$ cat config.mk
export PLATFORM = sky130hd
export DESIGN_NAME = wdt_reset_ctrl
export DESIGN_NICKNAME = d
export VERILOG_FILES = /design/src/verilog/wdt_rst_pkg.sv /design/src/verilog/wdt_reset_ctrl.sv
export SDC_FILE = /design/constraint.sdc
export NUM_CORES = 1
export LEC_CHECK = 0
export ABC_AREA = 1
export BUFFER_PORTS_ARGS = -buffer_cell sky130_fd_sc_hd__buf_4
export CORE_UTILIZATION = 45
export CTS_CLUSTER_DIAMETER = 40
export DETAILED_ROUTE_END_ITERATION = 10
export GPL_TIMING_DRIVEN = 0
export PLACE_DENSITY = 0.84
export SYNTH_ARGS = -nofsm -noshare
export SYNTH_HDL_FRONTEND = slang
export SYNTH_SLANG_ARGS = --single-unit
$ cat constraint.sdc
create_clock -name clk -period 1.5 [get_ports clk]
set_input_delay 0.225 -clock clk [delete_from_list [all_inputs] [get_ports clk]]
set_output_delay 0.225 -clock clk [all_outputs]
set_load 0.05 [all_outputs]
$ cat src/verilog/wdt_rst_pkg.sv
// constants, field layouts and types shared by the watchdog and reset control block
package wdt_rst_pkg;

  // ==========================================================================
  // register map (byte addresses on the apb bus)
  // ==========================================================================
  localparam int unsigned ADDR_W          = 12;
  localparam logic [11:0] OFF_WD_CTRL     = 12'h000;
  localparam logic [11:0] OFF_THR_SEL     = 12'h004;
  localparam logic [11:0] OFF_DROP_WIDTH  = 12'h008;
  localparam logic [11:0] OFF_RESET_CAUSE = 12'h00c;
  localparam logic [11:0] OFF_PWR_STATUS  = 12'h010;
  localparam logic [11:0] OFF_PORT_DATA   = 12'h014;
  localparam logic [11:0] OFF_PORT_DIR    = 12'h018;

  // ==========================================================================
  // field positions and codes
  // ==========================================================================
  localparam int unsigned KEY_LSB         = 3;
  localparam logic [4:0]  KEY_DISABLE     = 5'h15;
  localparam logic [4:0]  KEY_ENABLE      = 5'h0a;
  localparam int unsigned CAUSE_KEY_BIT   = 0;
  localparam int unsigned CAUSE_THR_BIT   = 1;
  localparam int unsigned CAUSE_DROP_BIT  = 2;
  localparam int unsigned STAT_PD_BIT     = 0;
  localparam int unsigned STAT_TO_BIT     = 1;

  // ==========================================================================
  // values after power-on
  // ==========================================================================
  localparam logic [7:0]  WD_CTRL_RESET   = 8'h53;
  localparam logic [7:0]  THR_RESET       = 8'h66;
  localparam logic [1:0]  DROP_WIDTH_RESET = 2'h1;

  // the six accepted threshold codes; all of them pick the one fixed trip level
  localparam logic [7:0]  THR_CODE_A      = 8'h66;
  localparam logic [7:0]  THR_CODE_B      = 8'h55;
  localparam logic [7:0]  THR_CODE_C      = 8'h33;
  localparam logic [7:0]  THR_CODE_D      = 8'h99;
  localparam logic [7:0]  THR_CODE_E      = 8'haa;
  localparam logic [7:0]  THR_CODE_F      = 8'hf0;

  // ==========================================================================
  // counts in slow oscillator periods
  // ==========================================================================
  localparam int unsigned WD_CNT_W        = 18;
  localparam int unsigned SRESET_TICKS    = 16;
  localparam logic [7:0]  DROP_TICKS_0    = 8'h08;
  localparam logic [7:0]  DROP_TICKS_1    = 8'h20;
  localparam logic [7:0]  DROP_TICKS_2    = 8'h40;
  localparam logic [7:0]  DROP_TICKS_3    = 8'h80;

  // ==========================================================================
  // types
  // ==========================================================================
  typedef struct packed {
    logic supply_drop_reset_flag;
    logic threshold_corrupt_reset_flag;
    logic watchdog_key_reset_flag;
  } reset_cause_t;

  typedef struct packed {
    logic timeout_status_flag;
    logic power_down_status_flag;
  } power_status_t;

  typedef enum logic [1:0] {
    SR_IDLE = 2'b00,
    SR_KEY  = 2'b01,
    SR_THR  = 2'b10,
    SR_BOTH = 2'b11
  } sreset_state_t;

  // last count of the watchdog before it overflows, per period select code
  function automatic logic [WD_CNT_W-1:0] wd_limit(input logic [2:0] sel);
    logic [WD_CNT_W-1:0] lim;
    lim = 18'h000ff;
    case (sel)
      3'h0: lim = 18'h000ff;
      3'h1: lim = 18'h003ff;
      3'h2: lim = 18'h00fff;
      3'h3: lim = 18'h03fff;
      3'h4: lim = 18'h07fff;
      3'h5: lim = 18'h0ffff;
      3'h6: lim = 18'h1ffff;
      3'h7: lim = 18'h3ffff;
    endcase
    return lim;
  endfunction

endpackage
$ cat src/verilog/wdt_reset_ctrl.sv
// watchdog timer, supply drop filter and reset cause logic with apb registers
//
// Function
// - key reset flag set by illegal-key reset; only a software zero write clears it.
// - upper five bits of the reset cause register always read zero.
// - watchdog overflow while enabled resets the device.
// - key 10101b disables the watchdog, key 01010b enables it.
// - any other key value resets the device after the software reset delay.
// - power-on loads the enable key so the watchdog runs by default.
// - time-out in normal running resets the device and sets the time-out flag.
// - time-out in sleep or idle sets both flags, resets only pc and stack.
// - counter cleared by illegal key, clear instruction or halt instruction.
// - watchdog period spans 2^8 up to 2^18 slow oscillator periods.
// - the program counter restarts at zero after power-on.
// - power-on sets all port data and direction bits to one.
// - supply drop reset always active in fast or slow running modes.
// - supply drop resets only if it lasts longer than the selected width.
// - supply drop reset sets the supply drop reset flag.
// - two-bit drop width select chooses the minimum drop width.
// - supply drop reset inhibited during sleep or idle.
// - corrupted threshold code resets after the delay and sets its flag.
// - threshold select register holds 01100110b after power-on.
// - every valid threshold code selects the same fixed trip level.
// - width codes 00..11 select 8, 32, 64 and 128 slow periods.
// - only six threshold codes valid; others reset, restore power-on value, flag.
// - period codes 000..111 select 2^8,10,12,14,15,16,17,18 slow periods.
//
// Decided for this implementation: the APB slave port and the placing of the registers.
`timescale 1ns/1ps

module wdt_reset_ctrl
  import wdt_rst_pkg::*;
#(
  parameter int unsigned PORT_W       = 8,
  parameter int unsigned PC_W         = 13,
  parameter int unsigned SRESET_COUNT = SRESET_TICKS
) (
  input  wire logic              clk,
  input  wire logic              rst,
  input  wire logic              psel,
  input  wire logic              penable,
  input  wire logic              pwrite,
  input  wire logic [ADDR_W-1:0] paddr,
  input  wire logic [31:0]       pwdata,
  output logic      [31:0]       prdata,
  output logic                   pready,
  output logic                   pslverr,
  input  wire logic              slow_osc,
  input  wire logic              supply_low,
  input  wire logic              clear_wdt_instr,
  input  wire logic              halt_instr,
  input  wire logic              power_down_mode,
  output logic                   device_reset,
  output logic                   pc_sp_reset,
  output logic      [PC_W-1:0]   restart_pc,
  output logic      [PORT_W-1:0] port_data,
  output logic      [PORT_W-1:0] port_dir,
  output logic                   timeout_status_flag,
  output logic                   power_down_status_flag
);

  localparam logic [7:0] SR_LAST = 8'(SRESET_COUNT - 1);

  // ==========================================================================
  // slow oscillator crossing
  // ==========================================================================
  // the oscillator level is resynchronised; the second and third stages feed the edge detect
  logic slow_s1_q, slow_s2_q, slow_s3_q;
  logic slow_tick;

  always_ff @(posedge clk) begin
    if (rst) begin
      slow_s1_q <= 1'b0;
      slow_s2_q <= 1'b0;
      slow_s3_q <= 1'b0;
    end else begin
      slow_s1_q <= slow_osc;
      slow_s2_q <= slow_s1_q;
      slow_s3_q <= slow_s2_q;
    end
  end

  assign slow_tick = slow_s2_q & ~slow_s3_q;

  // ==========================================================================
  // apb slave: one wait state so read data leaves a flip-flop
  // ==========================================================================
  logic        pready_q, pready_d;
  logic        pslverr_q, pslverr_d;
  logic [31:0] prdata_q, prdata_d;
  logic        access_done, mapped;

  logic [7:0]          wd_ctrl_q, wd_ctrl_d;
  logic [7:0]          thr_q, thr_d;
  logic [1:0]          width_q, width_d;
  reset_cause_t        cause_q, cause_d;
  power_status_t       stat_q, stat_d;
  logic [PORT_W-1:0]   port_data_q, port_data_d;
  logic [PORT_W-1:0]   port_dir_q, port_dir_d;

  assign access_done = psel & penable & pready_q;

  always_comb begin
    mapped = 1'b1;
    prdata_d = 32'h0000_0000;
    case (paddr)
      OFF_WD_CTRL:     prdata_d[7:0] = wd_ctrl_q;
      OFF_THR_SEL:     prdata_d[7:0] = thr_q;
      OFF_DROP_WIDTH:  prdata_d[1:0] = width_q;
      OFF_RESET_CAUSE: prdata_d[2:0] = cause_q;
      OFF_PWR_STATUS:  prdata_d[1:0] = stat_q;
      OFF_PORT_DATA:   prdata_d[PORT_W-1:0] = port_data_q;
      OFF_PORT_DIR:    prdata_d[PORT_W-1:0] = port_dir_q;
      default:         mapped = 1'b0;
    endcase
    pready_d = psel & penable & ~pready_q;
    pslverr_d = pready_d & ~mapped;
    if (!pready_d) begin
      prdata_d = prdata_q;
    end
  end

  always_ff @(posedge clk) begin
    if (rst) begin
      pready_q  <= 1'b0;
      pslverr_q <= 1'b0;
      prdata_q  <= 32'h0000_0000;
    end else begin
      pready_q  <= pready_d;
      pslverr_q <= pslverr_d;
      prdata_q  <= prdata_d;
    end
  end

  // ==========================================================================
  // watchdog, supply drop filter, software reset delay and flags
  // ==========================================================================
  logic [WD_CNT_W-1:0] wd_cnt_q, wd_cnt_d;
  logic [7:0]          drop_cnt_q, drop_cnt_d;
  logic [7:0]          sr_cnt_q, sr_cnt_d;
  sreset_state_t       sr_q, sr_d;
  logic                dev_rst_q, dev_rst_d;
  logic                pcsp_q, pcsp_d;
  logic                key_bad, thr_bad, wd_run, wd_clear, wd_over;
  logic                drop_fire, sr_fire, wr_en;
  logic [7:0]          drop_lim;

  assign wr_en = access_done & pwrite & mapped;

  always_comb begin
    case (width_q)
      2'h0: drop_lim = DROP_TICKS_0;
      2'h1: drop_lim = DROP_TICKS_1;
      2'h2: drop_lim = DROP_TICKS_2;
      2'h3: drop_lim = DROP_TICKS_3;
    endcase
  end

  always_comb begin
    wd_ctrl_d   = wd_ctrl_q;
    thr_d       = thr_q;
    width_d     = width_q;
    cause_d     = cause_q;
    stat_d      = stat_q;
    port_data_d = port_data_q;
    port_dir_d  = port_dir_q;
    wd_cnt_d    = wd_cnt_q;
    drop_cnt_d  = drop_cnt_q;
    sr_cnt_d    = sr_cnt_q;
    sr_d        = sr_q;
    wd_over     = 1'b0;
    drop_fire   = 1'b0;
    sr_fire     = 1'b0;

    // software writes; flags only accept a clear, hardware sets come later and win
    if (wr_en) begin
      unique case (paddr)
        OFF_WD_CTRL:    wd_ctrl_d = pwdata[7:0];
        OFF_THR_SEL:    thr_d = pwdata[7:0];
        OFF_DROP_WIDTH: width_d = pwdata[1:0];
        OFF_RESET_CAUSE: begin
          if (!pwdata[CAUSE_KEY_BIT]) cause_d.watchdog_key_reset_flag = 1'b0;
          if (!pwdata[CAUSE_THR_BIT]) cause_d.threshold_corrupt_reset_flag = 1'b0;
          if (!pwdata[CAUSE_DROP_BIT]) cause_d.supply_drop_reset_flag = 1'b0;
        end
        OFF_PORT_DATA:  port_data_d = pwdata[PORT_W-1:0];
        OFF_PORT_DIR:   port_dir_d = pwdata[PORT_W-1:0];
        default: begin
        end
      endcase
    end

    key_bad = (wd_ctrl_q[7:KEY_LSB] != KEY_ENABLE) && (wd_ctrl_q[7:KEY_LSB] != KEY_DISABLE);
    thr_bad = !(thr_q inside {THR_CODE_A, THR_CODE_B, THR_CODE_C,
                              THR_CODE_D, THR_CODE_E, THR_CODE_F});
    wd_run  = wd_ctrl_q[7:KEY_LSB] == KEY_ENABLE;

    // watchdog counter
    wd_clear = clear_wdt_instr | halt_instr | key_bad | dev_rst_q;
    if (wd_clear) begin
      wd_cnt_d = '0;
    end else if (wd_run && slow_tick) begin
      if (wd_cnt_q == wd_limit(wd_ctrl_q[2:0])) begin
        wd_over  = 1'b1;
        wd_cnt_d = '0;
      end else begin
        wd_cnt_d = wd_cnt_q + 1'b1;
      end
    end

    // status flags: halt marks power-down, clear instruction clears both
    if (clear_wdt_instr) begin
      stat_d = '0;
    end
    if (halt_instr) begin
      stat_d.power_down_status_flag = 1'b1;
      stat_d.timeout_status_flag    = 1'b0;
    end
    if (wd_over) begin
      stat_d.timeout_status_flag = 1'b1;
      if (power_down_mode) begin
        stat_d.power_down_status_flag = 1'b1;
      end
    end

    // supply drop filter, held off in sleep or idle
    if (power_down_mode || !supply_low) begin
      drop_cnt_d = 8'h00;
    end else if (slow_tick) begin
      if (drop_cnt_q == drop_lim - 8'h01) begin
        drop_fire  = 1'b1;
        drop_cnt_d = 8'h00;
      end else begin
        drop_cnt_d = drop_cnt_q + 8'h01;
      end
    end
    if (drop_fire) begin
      cause_d.supply_drop_reset_flag = 1'b1;
    end

    // software reset delay; once armed it runs out even if the code is repaired
    unique case (sr_q)
      SR_IDLE: begin
        sr_cnt_d = 8'h00;
        if (key_bad && thr_bad) begin
          sr_d = SR_BOTH;
        end else if (key_bad) begin
          sr_d = SR_KEY;
        end else if (thr_bad) begin
          sr_d = SR_THR;
        end
      end
      SR_KEY, SR_THR, SR_BOTH: begin
        if ((sr_q == SR_KEY && thr_bad) || (sr_q == SR_THR && key_bad)) begin
          sr_d = SR_BOTH;
        end
        if (slow_tick) begin
          if (sr_cnt_q == SR_LAST) begin
            sr_fire  = 1'b1;
            sr_cnt_d = 8'h00;
            sr_d     = SR_IDLE;
          end else begin
            sr_cnt_d = sr_cnt_q + 8'h01;
          end
        end
      end
    endcase
    if (sr_fire && sr_q != SR_THR) begin
      cause_d.watchdog_key_reset_flag = 1'b1;
      wd_ctrl_d = WD_CTRL_RESET;
    end
    if (sr_fire && sr_q != SR_KEY) begin
      cause_d.threshold_corrupt_reset_flag = 1'b1;
      thr_d = THR_RESET;
    end

    dev_rst_d = (wd_over & ~power_down_mode) | drop_fire | sr_fire;
    pcsp_d    = wd_over & power_down_mode;
  end

  always_ff @(posedge clk) begin
    if (rst) begin
      wd_ctrl_q   <= WD_CTRL_RESET;
      thr_q       <= THR_RESET;
      width_q     <= DROP_WIDTH_RESET;
      cause_q     <= '0;
      stat_q      <= '0;
      port_data_q <= '1;
      port_dir_q  <= '1;
      wd_cnt_q    <= '0;
      drop_cnt_q  <= 8'h00;
      sr_cnt_q    <= 8'h00;
      sr_q        <= SR_IDLE;
      dev_rst_q   <= 1'b0;
      pcsp_q      <= 1'b0;
    end else begin
      wd_ctrl_q   <= wd_ctrl_d;
      thr_q       <= thr_d;
      width_q     <= width_d;
      cause_q     <= cause_d;
      stat_q      <= stat_d;
      port_data_q <= port_data_d;
      port_dir_q  <= port_dir_d;
      wd_cnt_q    <= wd_cnt_d;
      drop_cnt_q  <= drop_cnt_d;
      sr_cnt_q    <= sr_cnt_d;
      sr_q        <= sr_d;
      dev_rst_q   <= dev_rst_d;
      pcsp_q      <= pcsp_d;
    end
  end

  // restart vector is a constant zero, kept in a flop so the port starts defined
  logic [PC_W-1:0] restart_pc_q;

  always_ff @(posedge clk) begin
    restart_pc_q <= '0;
  end

  // ==========================================================================
  // outputs
  // ==========================================================================
  assign prdata                 = prdata_q;
  assign pready                 = pready_q;
  assign pslverr                = pslverr_q;
  assign device_reset           = dev_rst_q;
  assign pc_sp_reset            = pcsp_q;
  assign restart_pc             = restart_pc_q;
  assign port_data              = port_data_q;
  assign port_dir               = port_dir_q;
  assign timeout_status_flag    = stat_q.timeout_status_flag;
  assign power_down_status_flag = stat_q.power_down_status_flag;
endmodule // wdt_reset_ctrl

==> metrics.txt, run 1 <==
hold-fix buffers at CTS 0; share of total power in sequential cells 0.523; global-route wire length before repair 21100 µm; half-perimeter wire length of the detailed placement result 9030 µm; vias after detailed routing 5351; setup-violating endpoint count in the final report 44; TritonCTS clock tree built; failing checks setup timing; count of flip-flops with a built-in enable after synthesis 0; worst clock skew on the final layout 0.00949 ns; achievable frequency 0.608 GHz; overall routed net length 15100 µm; Vias per Instance 5.31; sequential cell area fraction in the yosys report 0.387; initial core utilization 0.463; Top FF cell, synth sky130_fd_sc_hd__dfxtp_1; cell-internal power 3530 µW; slew at the pin closest to its max-slew limit 0.660 ns; data arrival time of the critical path 1.92 ns; worst hold-check slack 0.0587 ns; combinational share of power 0.124; max-cap check violation count 0; power per standard cell area 692 nW/µm²; pin count of the biggest net entering global routing 17; fraction of final layout cells sized beyond drive strength 1 0.389; status finished, violations left; full die area 11600 µm²; insertion delay of the later-clocked pin in the worst-skew pair 0.38 ns; post-route non-filler standard cell count 1007; register bit total from synthesis 97; number of standard cells after synthesis 700; Routed wire per std cell 15.0 µm; standard-cell row count 38; commonest non-fill, non-tap cell in the layout sky130_fd_sc_hd__buf_4; TritonCTS Sinks 97; iteration-0 DRC count of the detailed router 431; ANT nets after route 0; cell area after synthesis 5010 µm²; final worst path period share 1.10; number of library cell types mapped by synthesis 46; total number of nets in the final design 919; Longest Clk Path Bufs 2; average instance area after synthesis 7.16 µm²; buffers added on ports 59; CP Launch Type register; largest vdd supply drop 0.000556 V; total number of H-tree levels 3; cells traversed along the worst timing path ha_4, nand2_4, inv_4, nand2_4, nor2_4, nand3_4, nor2_4, buf_4, nand2_4, nand2_4, inv_4, o21ai_1, a21oi_1; Critical Path RT 1.78 ns; net switching power 1400 µW; worst slack after detailed placement -0.342 ns; number of detailed-route iterations in the first pass 5; Worst slew margin 0.560; proportion of register bits with asynchronous set or reset after synthesis 0; core footprint 10800 µm²; number of failing hold endpoints at the final stage 0; class of the worst hold path in -> reg; number of remaining DRC errors 0; clk root buf sky130_fd_sc_hd__clkbuf_8; largest area contributor in the synthesized netlist sky130_fd_sc_hd__dfxtp_1; final critical path time including I/O delays and setup 1.64 ns; commonest cells after routing, fill and taps aside sky130_fd_sc_hd__buf_4, sky130_fd_sc_hd__nand2_1, sky130_fd_sc_hd__dfxtp_1; largest fanout of any net on the critical path 5; height of the chip 108 µm; Slew Viols, Final 0; count of pins on the block boundary 121; floorplan die width 108 µm; Final Worst Setup Slack -0.144 ns; leakage power summed over all cells 0.00346 µW; cell types with the largest area share after synthesis sky130_fd_sc_hd__dfxtp_1, sky130_fd_sc_hd__nand2_1, sky130_fd_sc_hd__inv_1, sky130_fd_sc_hd__nor2_1, sky130_fd_sc_hd__buf_4; crit-path max cell delay 0.36 ns; dominant cell type by count on the critical path sky130_fd_sc_hd__nand2_4; Worst path slowest cell sky130_fd_sc_hd__dfxtp_2; Antenna diodes 0; via count of the first global-routing pass 4647; Clk pwr share 0.353; Critical Path Sink Type register; unrepaired setup endpoints after global routing true; switching share of power 0.284; proportion of netlist area held by the largest area contributor 0.387; number of antenna violations at the first check in global routing 0; Layout fillers 873; placer's final routability congestion estimate 0.908; number of warnings reported in the yosys synthesis log 0; Clock Pin Slew Worst Setup and Hold Paths 0.10 ns; Area growth, synth to finish 41.8%; critical path type reg -> reg; number of buffers added by the clock tree synthesis step 9; cell count after placement 935; GRT Total Usage 0.234; global-route congestion overflow total 0
[power by group through the flow]
stage	sequential (µW)	combinational (µW)	clock, µW
floorplan	2670	391	0
global placement	2650	525	0
detailed placement	2650	529	0
CTS	2590	559	1750
global route	2580	644	1850
finish	2570	611	1740
[per-stage QoR]
step / total power, µW / util / cell area, µm² / TNS [ns]
after global routing: 5070 / 0.656 / 7110 / -7.52
after CTS: 4890 / 0.599 / 6490 / -0.525
final: 4920 / 0.656 / 7110 / -3.18
after detailed placement: 3180 / 0.536 / 5810 / -20.04
after floorplan: 3060 / - / 5190 / 0
after global placement: 3170 / 0.536 / 5810 / -18.20
[area by class of cell]
| cell class | instances | area, µm² | share of cell area |
|---|---|---|---|
| clock inverter | 7 | 68.8 | 0.00967 |
| buffer | 47 | 355 | 0.0500 |
| sequential | 97 | 1990 | 0.280 |
| tap | 140 | 175 | 0.0246 |
| clock buffer | 9 | 124 | 0.0174 |
| inverter | 94 | 392 | 0.0551 |
| timing repair buffer | 116 | 913 | 0.128 |
| multi-input combinational | 497 | 3090 | 0.435 |
[registers in the layout, indices dropped and copies added (netlist names), 3 cells and up, named ones only]
register,cells
wd_cnt_q,18
cause_q,3
port_dir,8
thr_q,8
drop_cnt_q,8
wd_ctrl_q,8
sr_cnt_q,8
prdata,8
port_data,8
[per-layer routing]
| layer | share of wire | wire, µm | global-route usage | vias to the layer above |
|---|---|---|---|---|
| met5 | 0 | 0 | 0 | - |
| met3 | 0.058 | 872 | 0.0563 | 74 |
| li1 | - | - | - | 2550 |
| met1 | 0.38 | 5690 | 0.266 | 2482 |
| met2 | 0.52 | 7840 | 0.418 | 245 |
| met4 | 0.046 | 697 | 0.0920 | 0 |
[cell usage after synthesis, types with 2 or more instances]
master	n
sky130_fd_sc_hd__inv_1	84
sky130_fd_sc_hd__a22oi_1	2
sky130_fd_sc_hd__o21ai_0	23
sky130_fd_sc_hd__nand4_1	17
sky130_fd_sc_hd__xnor2_1	10
sky130_fd_sc_hd__ha_1	3
sky130_fd_sc_hd__inv_2	8
sky130_fd_sc_hd__o211ai_1	19
sky130_fd_sc_hd__nor3b_1	4
sky130_fd_sc_hd__buf_6	2
sky130_fd_sc_hd__buf_2	4
sky130_fd_sc_hd__nand4_4	2
sky130_fd_sc_hd__a21oi_1	47
sky130_fd_sc_hd__nor3_1	21
sky130_fd_sc_hd__a31oi_1	2
sky130_fd_sc_hd__nand2_1	138
sky130_fd_sc_hd__nor2_2	2
sky130_fd_sc_hd__o21ai_1	13
sky130_fd_sc_hd__dfxtp_1	97
sky130_fd_sc_hd__xor2_1	7
sky130_fd_sc_hd__nor2_1	77
sky130_fd_sc_hd__or2_2	2
sky130_fd_sc_hd__nor2_4	4
sky130_fd_sc_hd__clkbuf_1	4
sky130_fd_sc_hd__a211oi_1	3
sky130_fd_sc_hd__nand3_1	30
sky130_fd_sc_hd__nand2_2	4
sky130_fd_sc_hd__buf_4	37
sky130_fd_sc_hd__nand3_2	3
sky130_fd_sc_hd__o22ai_1	15
[worst max-delay path, delay by kind of cell, from the launching register on]
kind | cells | cell delay (ns)
AO/OA/AOI/OAI | 2 | 0.12
adder cells (fa/ha/maj) | 1 | 0.15
buffers and inverters | 3 | 0.27
flip-flops | 1 | 0.36
AND/OR/NAND/NOR | 7 | 0.64
[repair_timing]
| item | 4_1_cts | 5_1_grt |
|---|---|---|
| pin swaps | 25 | 47 |
| cloned | 0 | 0 |
| setup buffers | 29 | 29 |
| resized for setup | 84 | 118 |
| endpoints found under the hold margin | 0 | 0 |
| endpoints found under the setup margin | 66 | 80 |
[cell families (layout without fill, tap and decap cells)]
| group | Yosys count | after routing | synth area share |
|---|---|---|---|
| buf+inv | 142 | 273 | 0.138 |
| simple gates | 312 | 312 | 0.290 |
| compound gates | 128 | 128 | 0.146 |
| xor+xnor | 17 | 17 | 0.0297 |
| fa+ha+maj | 3 | 3 | 0.00749 |
| flops | 97 | 97 | 0.387 |
| other cells | 1 | 37 | 0.000748 |
[path summary, 6_finish.rpt]
check	startpoint	end	slack, ns	depth (start not counted)
worst max-delay path	sr_cnt_q[0]$_SDFFE_PP0P_	thr_q[3]$_SDFFE_PP0P_	-0.14	13
worst min-delay path	slow_osc	slow_s1_q$_SDFF_PP0_	0.06	3
worst max register to register	sr_cnt_q[0]$_SDFFE_PP0P_	thr_q[3]$_SDFFE_PP0P_	-0.14	13
worst min register to register	slow_s1_q$_SDFF_PP0_	slow_s2_q$_SDFF_PP0_	0.41	2
Power figures use the tool's default switching activity.
==> inputs of run 2 (changes only) <==
--- a/config.mk
+++ b/config.mk
@@ -11,7 +11,7 @@
 export CTS_CLUSTER_DIAMETER = 40
 export DETAILED_ROUTE_END_ITERATION = 10
 export GPL_TIMING_DRIVEN = 0
-export PLACE_DENSITY = 0.84
+export PLACE_DENSITY = 0.72
 export SYNTH_ARGS = -nofsm -noshare
 export SYNTH_HDL_FRONTEND = slang
 export SYNTH_SLANG_ARGS = --single-unit
==> run 2 against run 1 <==
  * The flow still finishes with violations (setup timing)
  * Hold slack got worse by 0.016 ns
  * Clock power is 5% lower
  * Routed wire length fell by 1.7%
  * Sequential power is essentially flat
  * Critical path depth is 1 lower
  * Via count decreased by 2.3%
  * Worst setup slack worse by 0.024 ns
  * Non-clock buffer count is 10 higher
  * Count of clock-buffer cells in the layout rose by 6
  * Highest routed layer unchanged
==> metrics.txt, run 2 (synthesized netlist as in run 1, its figures left out) <==
commonest non-fill, non-tap cell in the layout sky130_fd_sc_hd__buf_4; Longest Clk Path Bufs 2; CP Launch Type register; post-layout power 4870 µW; ANT nets after route 0; global-route wire length before repair 23000 µm; total placed instance area 5810 µm²; Critical Path Sink Type register; initial core utilization 0.463; data arrival time of the critical path 1.99 ns; largest fanout of any net on the critical path 5; max-cap check violation count 0; critical path type reg -> reg; Area growth, synth to finish 43.6%; final critical path time including I/O delays and setup 1.67 ns; max reg flops 18; TritonCTS Sinks 97; number of antenna violations at the first check in global routing 0; total number of nets in the final design 930; final worst path period share 1.11; largest vdd supply drop 0.000863 V; pin count of the biggest net entering global routing 15; iteration-0 DRC count of the detailed router 335; Clock Pin Slew Worst Setup and Hold Paths 0.09 ns; insertion delay of the later-clocked pin in the worst-skew pair 0.38 ns; failing checks setup timing; crit-path max cell delay 0.48 ns; Antenna diodes 0; class of the worst hold path in -> reg; vias after detailed routing 5228; number of buffers added by the clock tree synthesis step 9; leakage power summed over all cells 0.00343 µW; Worst path slowest cell sky130_fd_sc_hd__dfxtp_1; count of pins on the block boundary 121; total number of H-tree levels 3; GRT Total Usage 0.256; number of failing hold endpoints at the final stage 0; core footprint 10800 µm²; overall routed net length 14800 µm; global-route congestion overflow total 0; Finished Cell Area 7200 µm²; cells traversed along the worst timing path nand2_4, inv_2, nand2_4, nor2_4, nand3_4, nor2_4, nand2_4, nand2_8, inv_8, nand3_4, nand2_2, nor2_1; Slew Viols, Final 0; worst clock skew on the final layout 0.00587 ns; clk root buf sky130_fd_sc_hd__clkbuf_8; final standard cell utilization of the core 0.664; Largest Register wd_cnt_q; setup-violating endpoint count in the final report 50; slew at the pin closest to its max-slew limit 0.593 ns; fraction of final layout cells sized beyond drive strength 1 0.400; TritonCTS clock tree built; Vias per Instance 5.14; commonest cells after routing, fill and taps aside sky130_fd_sc_hd__buf_4, sky130_fd_sc_hd__nand2_1, sky130_fd_sc_hd__dfxtp_1; Critical Path RT 1.82 ns; Worst slew margin 0.604; status finished, violations left; placer's final routability congestion estimate 0.951; Final Worst Setup Slack -0.168 ns; height of the chip 108 µm; power per standard cell area 676 nW/µm²; via count of the first global-routing pass 4947; standard-cell row count 38; number of detailed-route iterations in the first pass 6; achievable frequency 0.600 GHz; buffers added on ports 59; full die area 11600 µm²; number of remaining DRC errors 0; unrepaired setup endpoints after global routing true; Routed wire per std cell 14.6 µm; dominant cell type by count on the critical path sky130_fd_sc_hd__nand2_4; half-perimeter wire length of the detailed placement result 9840 µm; floorplan die width 108 µm
-- run 2: per-layer routing --
metal | global-route usage | vias to the layer above | part of all wire
met3 | 0.0660 | 48 | 0.054
met1 | 0.275 | 2440 | 0.39
li1 | - | 2564 | -
met4 | 0.128 | 0 | 0.040
met5 | 0 | - | 0
met2 | 0.460 | 176 | 0.52
-- run 2: path summary, 6_finish.rpt --
path                            start                    to  slack, ns  cells after the start
max          sr_cnt_q[2]$_SDFFE_PP0P_              register      -0.17                     12
min                          slow_osc  slow_s1_q$_SDFF_PP0_       0.04                      3
max reg2reg  sr_cnt_q[2]$_SDFFE_PP0P_              register      -0.17                     12
min reg2reg      slow_s1_q$_SDFF_PP0_  slow_s2_q$_SDFF_PP0_       0.41                      2
-- run 2: worst max-delay path, delay by kind of cell, from the launching register on --
family | cells | cell delay, ns
simple gates | 10 | 1.00
flops | 1 | 0.48
buf+inv | 2 | 0.13
-- run 2: per-stage QoR --
step	worst slack [ns]	std cells	TNS [ns]	hold WS (ns)
2_1_floorplan	0.00434	736	0	0.332
3_3_place_gp	-0.365	935	-19.47	0.394
3_5_place_dp	-0.407	935	-22.15	0.399
4_1_cts	-0.0922	996	-1.08	0.0364
5_1_grt	-0.261	1018	-8.43	0.0546
6_report	-0.168	1018	-4.33	0.0432
-- run 2: what timing repair did --
item	4_1_cts	5_1_grt
gates cloned	1	0
pin swaps	31	37
hold buffers	0	0
resized for setup	112	92
hold endpoints to repair	0	0
endpoints found under the setup margin	65	90
setup buffers	44	24
-- run 2: power by group --
part | internal, µW | switching (µW)
combinational | 197 | 432
sequential | 2570 | 5.53
clock | 787 | 878
total | 3560 | 1320
-- run 2: layout make-up --
type                            instances  area [µm²]
Fill cell                             881        3640
Multi-Input combinational cell        497        3120
Sequential cell                        97        1980
Timing Repair Buffer                  126         987
Inverter                               94         395
Buffer                                 47         343
Clock buffer                           15         186
Tap cell                              140         175
Clock inverter                          1        7.51
Timing Repair inverter                  1        6.26
==> inputs of run 3 (changes only) <==
--- a/config.mk
+++ b/config.mk
@@ -5,13 +5,11 @@
 export SDC_FILE = /design/constraint.sdc
 export NUM_CORES = 1
 export LEC_CHECK = 0
-export ABC_AREA = 1
 export BUFFER_PORTS_ARGS = -buffer_cell sky130_fd_sc_hd__buf_4
 export CORE_UTILIZATION = 45
-export CTS_CLUSTER_DIAMETER = 40
 export DETAILED_ROUTE_END_ITERATION = 10
 export GPL_TIMING_DRIVEN = 0
-export PLACE_DENSITY = 0.72
+export PLACE_DENSITY_LB_ADDON = 0.1
 export SYNTH_ARGS = -nofsm -noshare
 export SYNTH_HDL_FRONTEND = slang
 export SYNTH_SLANG_ARGS = --single-unit
==> run 3 against run 2 <==
  * The flow still finishes with violations (setup timing)
  * Global-route usage increased by 1.0 points
  * Non-clock buffer count fell by 7
  * Total power grew 4.9%
  * First-iteration DRC count grew 14%
  * Critical path depth shrank 8
  * Clock skew up 0.0034 ns
  * Worst setup slack lost 0.47 ns
  * Register-to-register slack lost 0.47 ns
  * Sequential power is essentially flat
  * Sequential cell count stayed put
  * Highest routed layer unchanged
==> metrics.txt, run 3 <==
cell count after placement 794; worst clock skew on the final layout 0.00922 ns; CP Buf/Inv Count 0; Fin Setup TNS -16.50 ns; global-route congestion overflow total 0; overall routed net length 15600 µm; achievable frequency 0.467 GHz; setup-violating endpoint count in the final report 72; TritonCTS Sinks 97; GRT Total Usage 0.266; Longest Clk Path Bufs 2; proportion of register bits with asynchronous set or reset after synthesis 0; Worst path slowest cell sky130_fd_sc_hd__or4_4; iteration-0 DRC count of the detailed router 381; TritonCTS clock tree built; final critical path time including I/O delays and setup 2.14 ns; Worst slew margin 0.567; Vias per Instance 5.78; Slew Viols, Final 0; power per standard cell area 728 nW/µm²; core footprint 10500 µm²; number of warnings reported in the yosys synthesis log 0; post-route non-filler standard cell count 850; average instance area after synthesis 8.75 µm²; half-perimeter wire length of the detailed placement result 10500 µm; number of library cell types mapped by synthesis 65; fraction of final layout cells sized beyond drive strength 1 0.375; hold-fix buffers at CTS 0; Largest Register wd_cnt_q; clk root buf sky130_fd_sc_hd__clkbuf_8; Critical Path RT 1.80 ns; largest fanout of any net on the critical path 8; count of pins on the block boundary 121; CP delay by family, top simple AND/OR/NAND/NOR gates; insertion delay of the later-clocked pin in the worst-skew pair 0.38 ns; crit-path max cell delay 0.60 ns; max-cap check violation count 0; total number of nets in the final design 767; max reg flops 18; number of buffers added by the clock tree synthesis step 9; sequential cell area fraction in the yosys report 0.392; height of the chip 107 µm; largest area contributor in the synthesized netlist sky130_fd_sc_hd__dfxtp_1; total number of H-tree levels 3; cell area after synthesis 4960 µm²; class of the worst hold path in -> reg; slew at the pin closest to its max-slew limit 0.649 ns; full die area 11400 µm²; proportion of netlist area held by the largest area contributor 0.392; critical path type reg -> reg; final worst path period share 1.43; cell types with the largest area share after synthesis sky130_fd_sc_hd__dfxtp_1, sky130_fd_sc_hd__mux2i_1, sky130_fd_sc_hd__buf_4, sky130_fd_sc_hd__nor2_1, sky130_fd_sc_hd__o21ai_0; buffers added on ports 55; Final Worst Setup Slack -0.640 ns; standard-cell row count 37; status finished, violations left; cells traversed along the worst timing path or4b_4, or4_4, or3_4, a211oi_2; Critical Path Sink Type register; Top FF cell, synth sky130_fd_sc_hd__dfxtp_1; CP Launch Type register; failing checks setup timing; number of detailed-route iterations in the first pass 5; ANT nets after route 0; Area growth, synth to finish 41.6%; floorplan die width 107 µm; commonest non-fill, non-tap cell in the layout sky130_fd_sc_hd__buf_4; data arrival time of the critical path 2.44 ns; worst hold-check slack 0.0552 ns; register bit total from synthesis 97; commonest cells after routing, fill and taps aside sky130_fd_sc_hd__buf_4, sky130_fd_sc_hd__dfxtp_1, sky130_fd_sc_hd__nor2_1; Routed wire per std cell 18.3 µm; commonest cells in the netlist sky130_fd_sc_hd__dfxtp_1, sky130_fd_sc_hd__nor2_1, sky130_fd_sc_hd__buf_4, sky130_fd_sc_hd__o21ai_0; number of standard cells after synthesis 567; leakage power summed over all cells 0.00271 µW; unrepaired setup endpoints after global routing true; largest vdd supply drop 0.000578 V; Clock Pin Slew Worst Setup and Hold Paths 0.09 ns; initial core utilization 0.472; number of remaining DRC errors 0; post-layout power 5110 µW; placer's final routability congestion estimate 0.872; most instantiated library cell after synthesis sky130_fd_sc_hd__dfxtp_1; number of antenna violations at the first check in global routing 0; number of failing hold endpoints at the final stage 0; pin count of the biggest net entering global routing 16; via count of the first global-routing pass 4602; Antenna diodes 0; global-route wire length before repair 23500 µm; count of flip-flops with a built-in enable after synthesis 0; vias after detailed routing 4909
run 3: cell types whose count changed after synthesis, moves of 8 or more:
| cell | change |
|---|---|
| sky130_fd_sc_hd__a211oi_1 | +9 |
| sky130_fd_sc_hd__a21oi_1 | -22 |
| sky130_fd_sc_hd__clkbuf_1 | +24 |
| sky130_fd_sc_hd__inv_1 | -77 |
| sky130_fd_sc_hd__inv_2 | -8 |
| sky130_fd_sc_hd__mux2i_1 | +28 |
| sky130_fd_sc_hd__nand2_1 | -121 |
| sky130_fd_sc_hd__nor2_1 | -30 |
| sky130_fd_sc_hd__nor4_1 | +11 |
| sky130_fd_sc_hd__o211ai_1 | -18 |
| sky130_fd_sc_hd__o21ai_1 | -11 |
| sky130_fd_sc_hd__o22ai_1 | -13 |
| sky130_fd_sc_hd__or3_1 | +14 |
run 3: logic make-up after synthesis:
group	Yosys count	synth area share
and+or+nand+nor	209	0.233
adders and majority gates	3	0.00757
AOI/OAI and AO/OA	126	0.174
buffers and inverters	79	0.0885
muxes	30	0.0656
xor gates and xnor gates	22	0.0389
other	1	0.000756
DFF	97	0.392
run 3: area by class of cell:
class	count	area [µm²]
clock inverter	3	67.6
tap	136	170
multi-input combinational	428	3310
sequential	97	1960
buffer	65	493
inverter	8	30.0
fill	841	3490
timing repair buffer	101	848
clock buffer	12	135
run 3: routing by layer:
layer  up-vias  GRT usage  routed length (µm)
met5         -          0                   0
li1       2338          -                   -
met4         0     0.0939                 384
met3        36     0.0547                 818
met1      2362      0.329                6360
met2       173      0.457                8010
run 3: final timing paths:
check | start | end | slack [ns] | cells past startpoint
setup / recovery | wd_ctrl_q[3]$_SDFFE_PP0P_ | wd_cnt_q[10]$_SDFFE_PP0N_ | -0.64 | 4
hold / removal | slow_osc | slow_s1_q$_SDFF_PP0_ | 0.06 | 2
setup reg to reg | wd_ctrl_q[3]$_SDFFE_PP0P_ | wd_cnt_q[10]$_SDFFE_PP0N_ | -0.64 | 4
hold reg to reg | slow_s1_q$_SDFF_PP0_ | slow_s2_q$_SDFF_PP0_ | 0.45 | 1
run 3: report_power, final:
part	leakage [µW]	internal [µW]	total (µW)	switching, µW
Clock	0.0000967	933	1840	903
Sequential	0.000788	2580	2590	9.68
Combinational	0.00182	217	689	472
run 3: per-stage QoR:
| stage | util | cell area (µm²) | setup WS [ns] |
|---|---|---|---|
| finish | 0.668 | 7020 | -0.640 |
| CTS | 0.634 | 6660 | -0.603 |
| floorplan | - | 5300 | -0.667 |
| detailed placement | 0.560 | 5880 | -1.10 |
| global placement | 0.560 | 5880 | -1.05 |
| global route | 0.668 | 7020 | -0.678 |
run 3: timing repair:
action,CTS,global route
endpoints found under the setup margin,87,89
pin swaps,25,18
resized for setup,84,60
buffers inserted,31,12
cloned,2,2
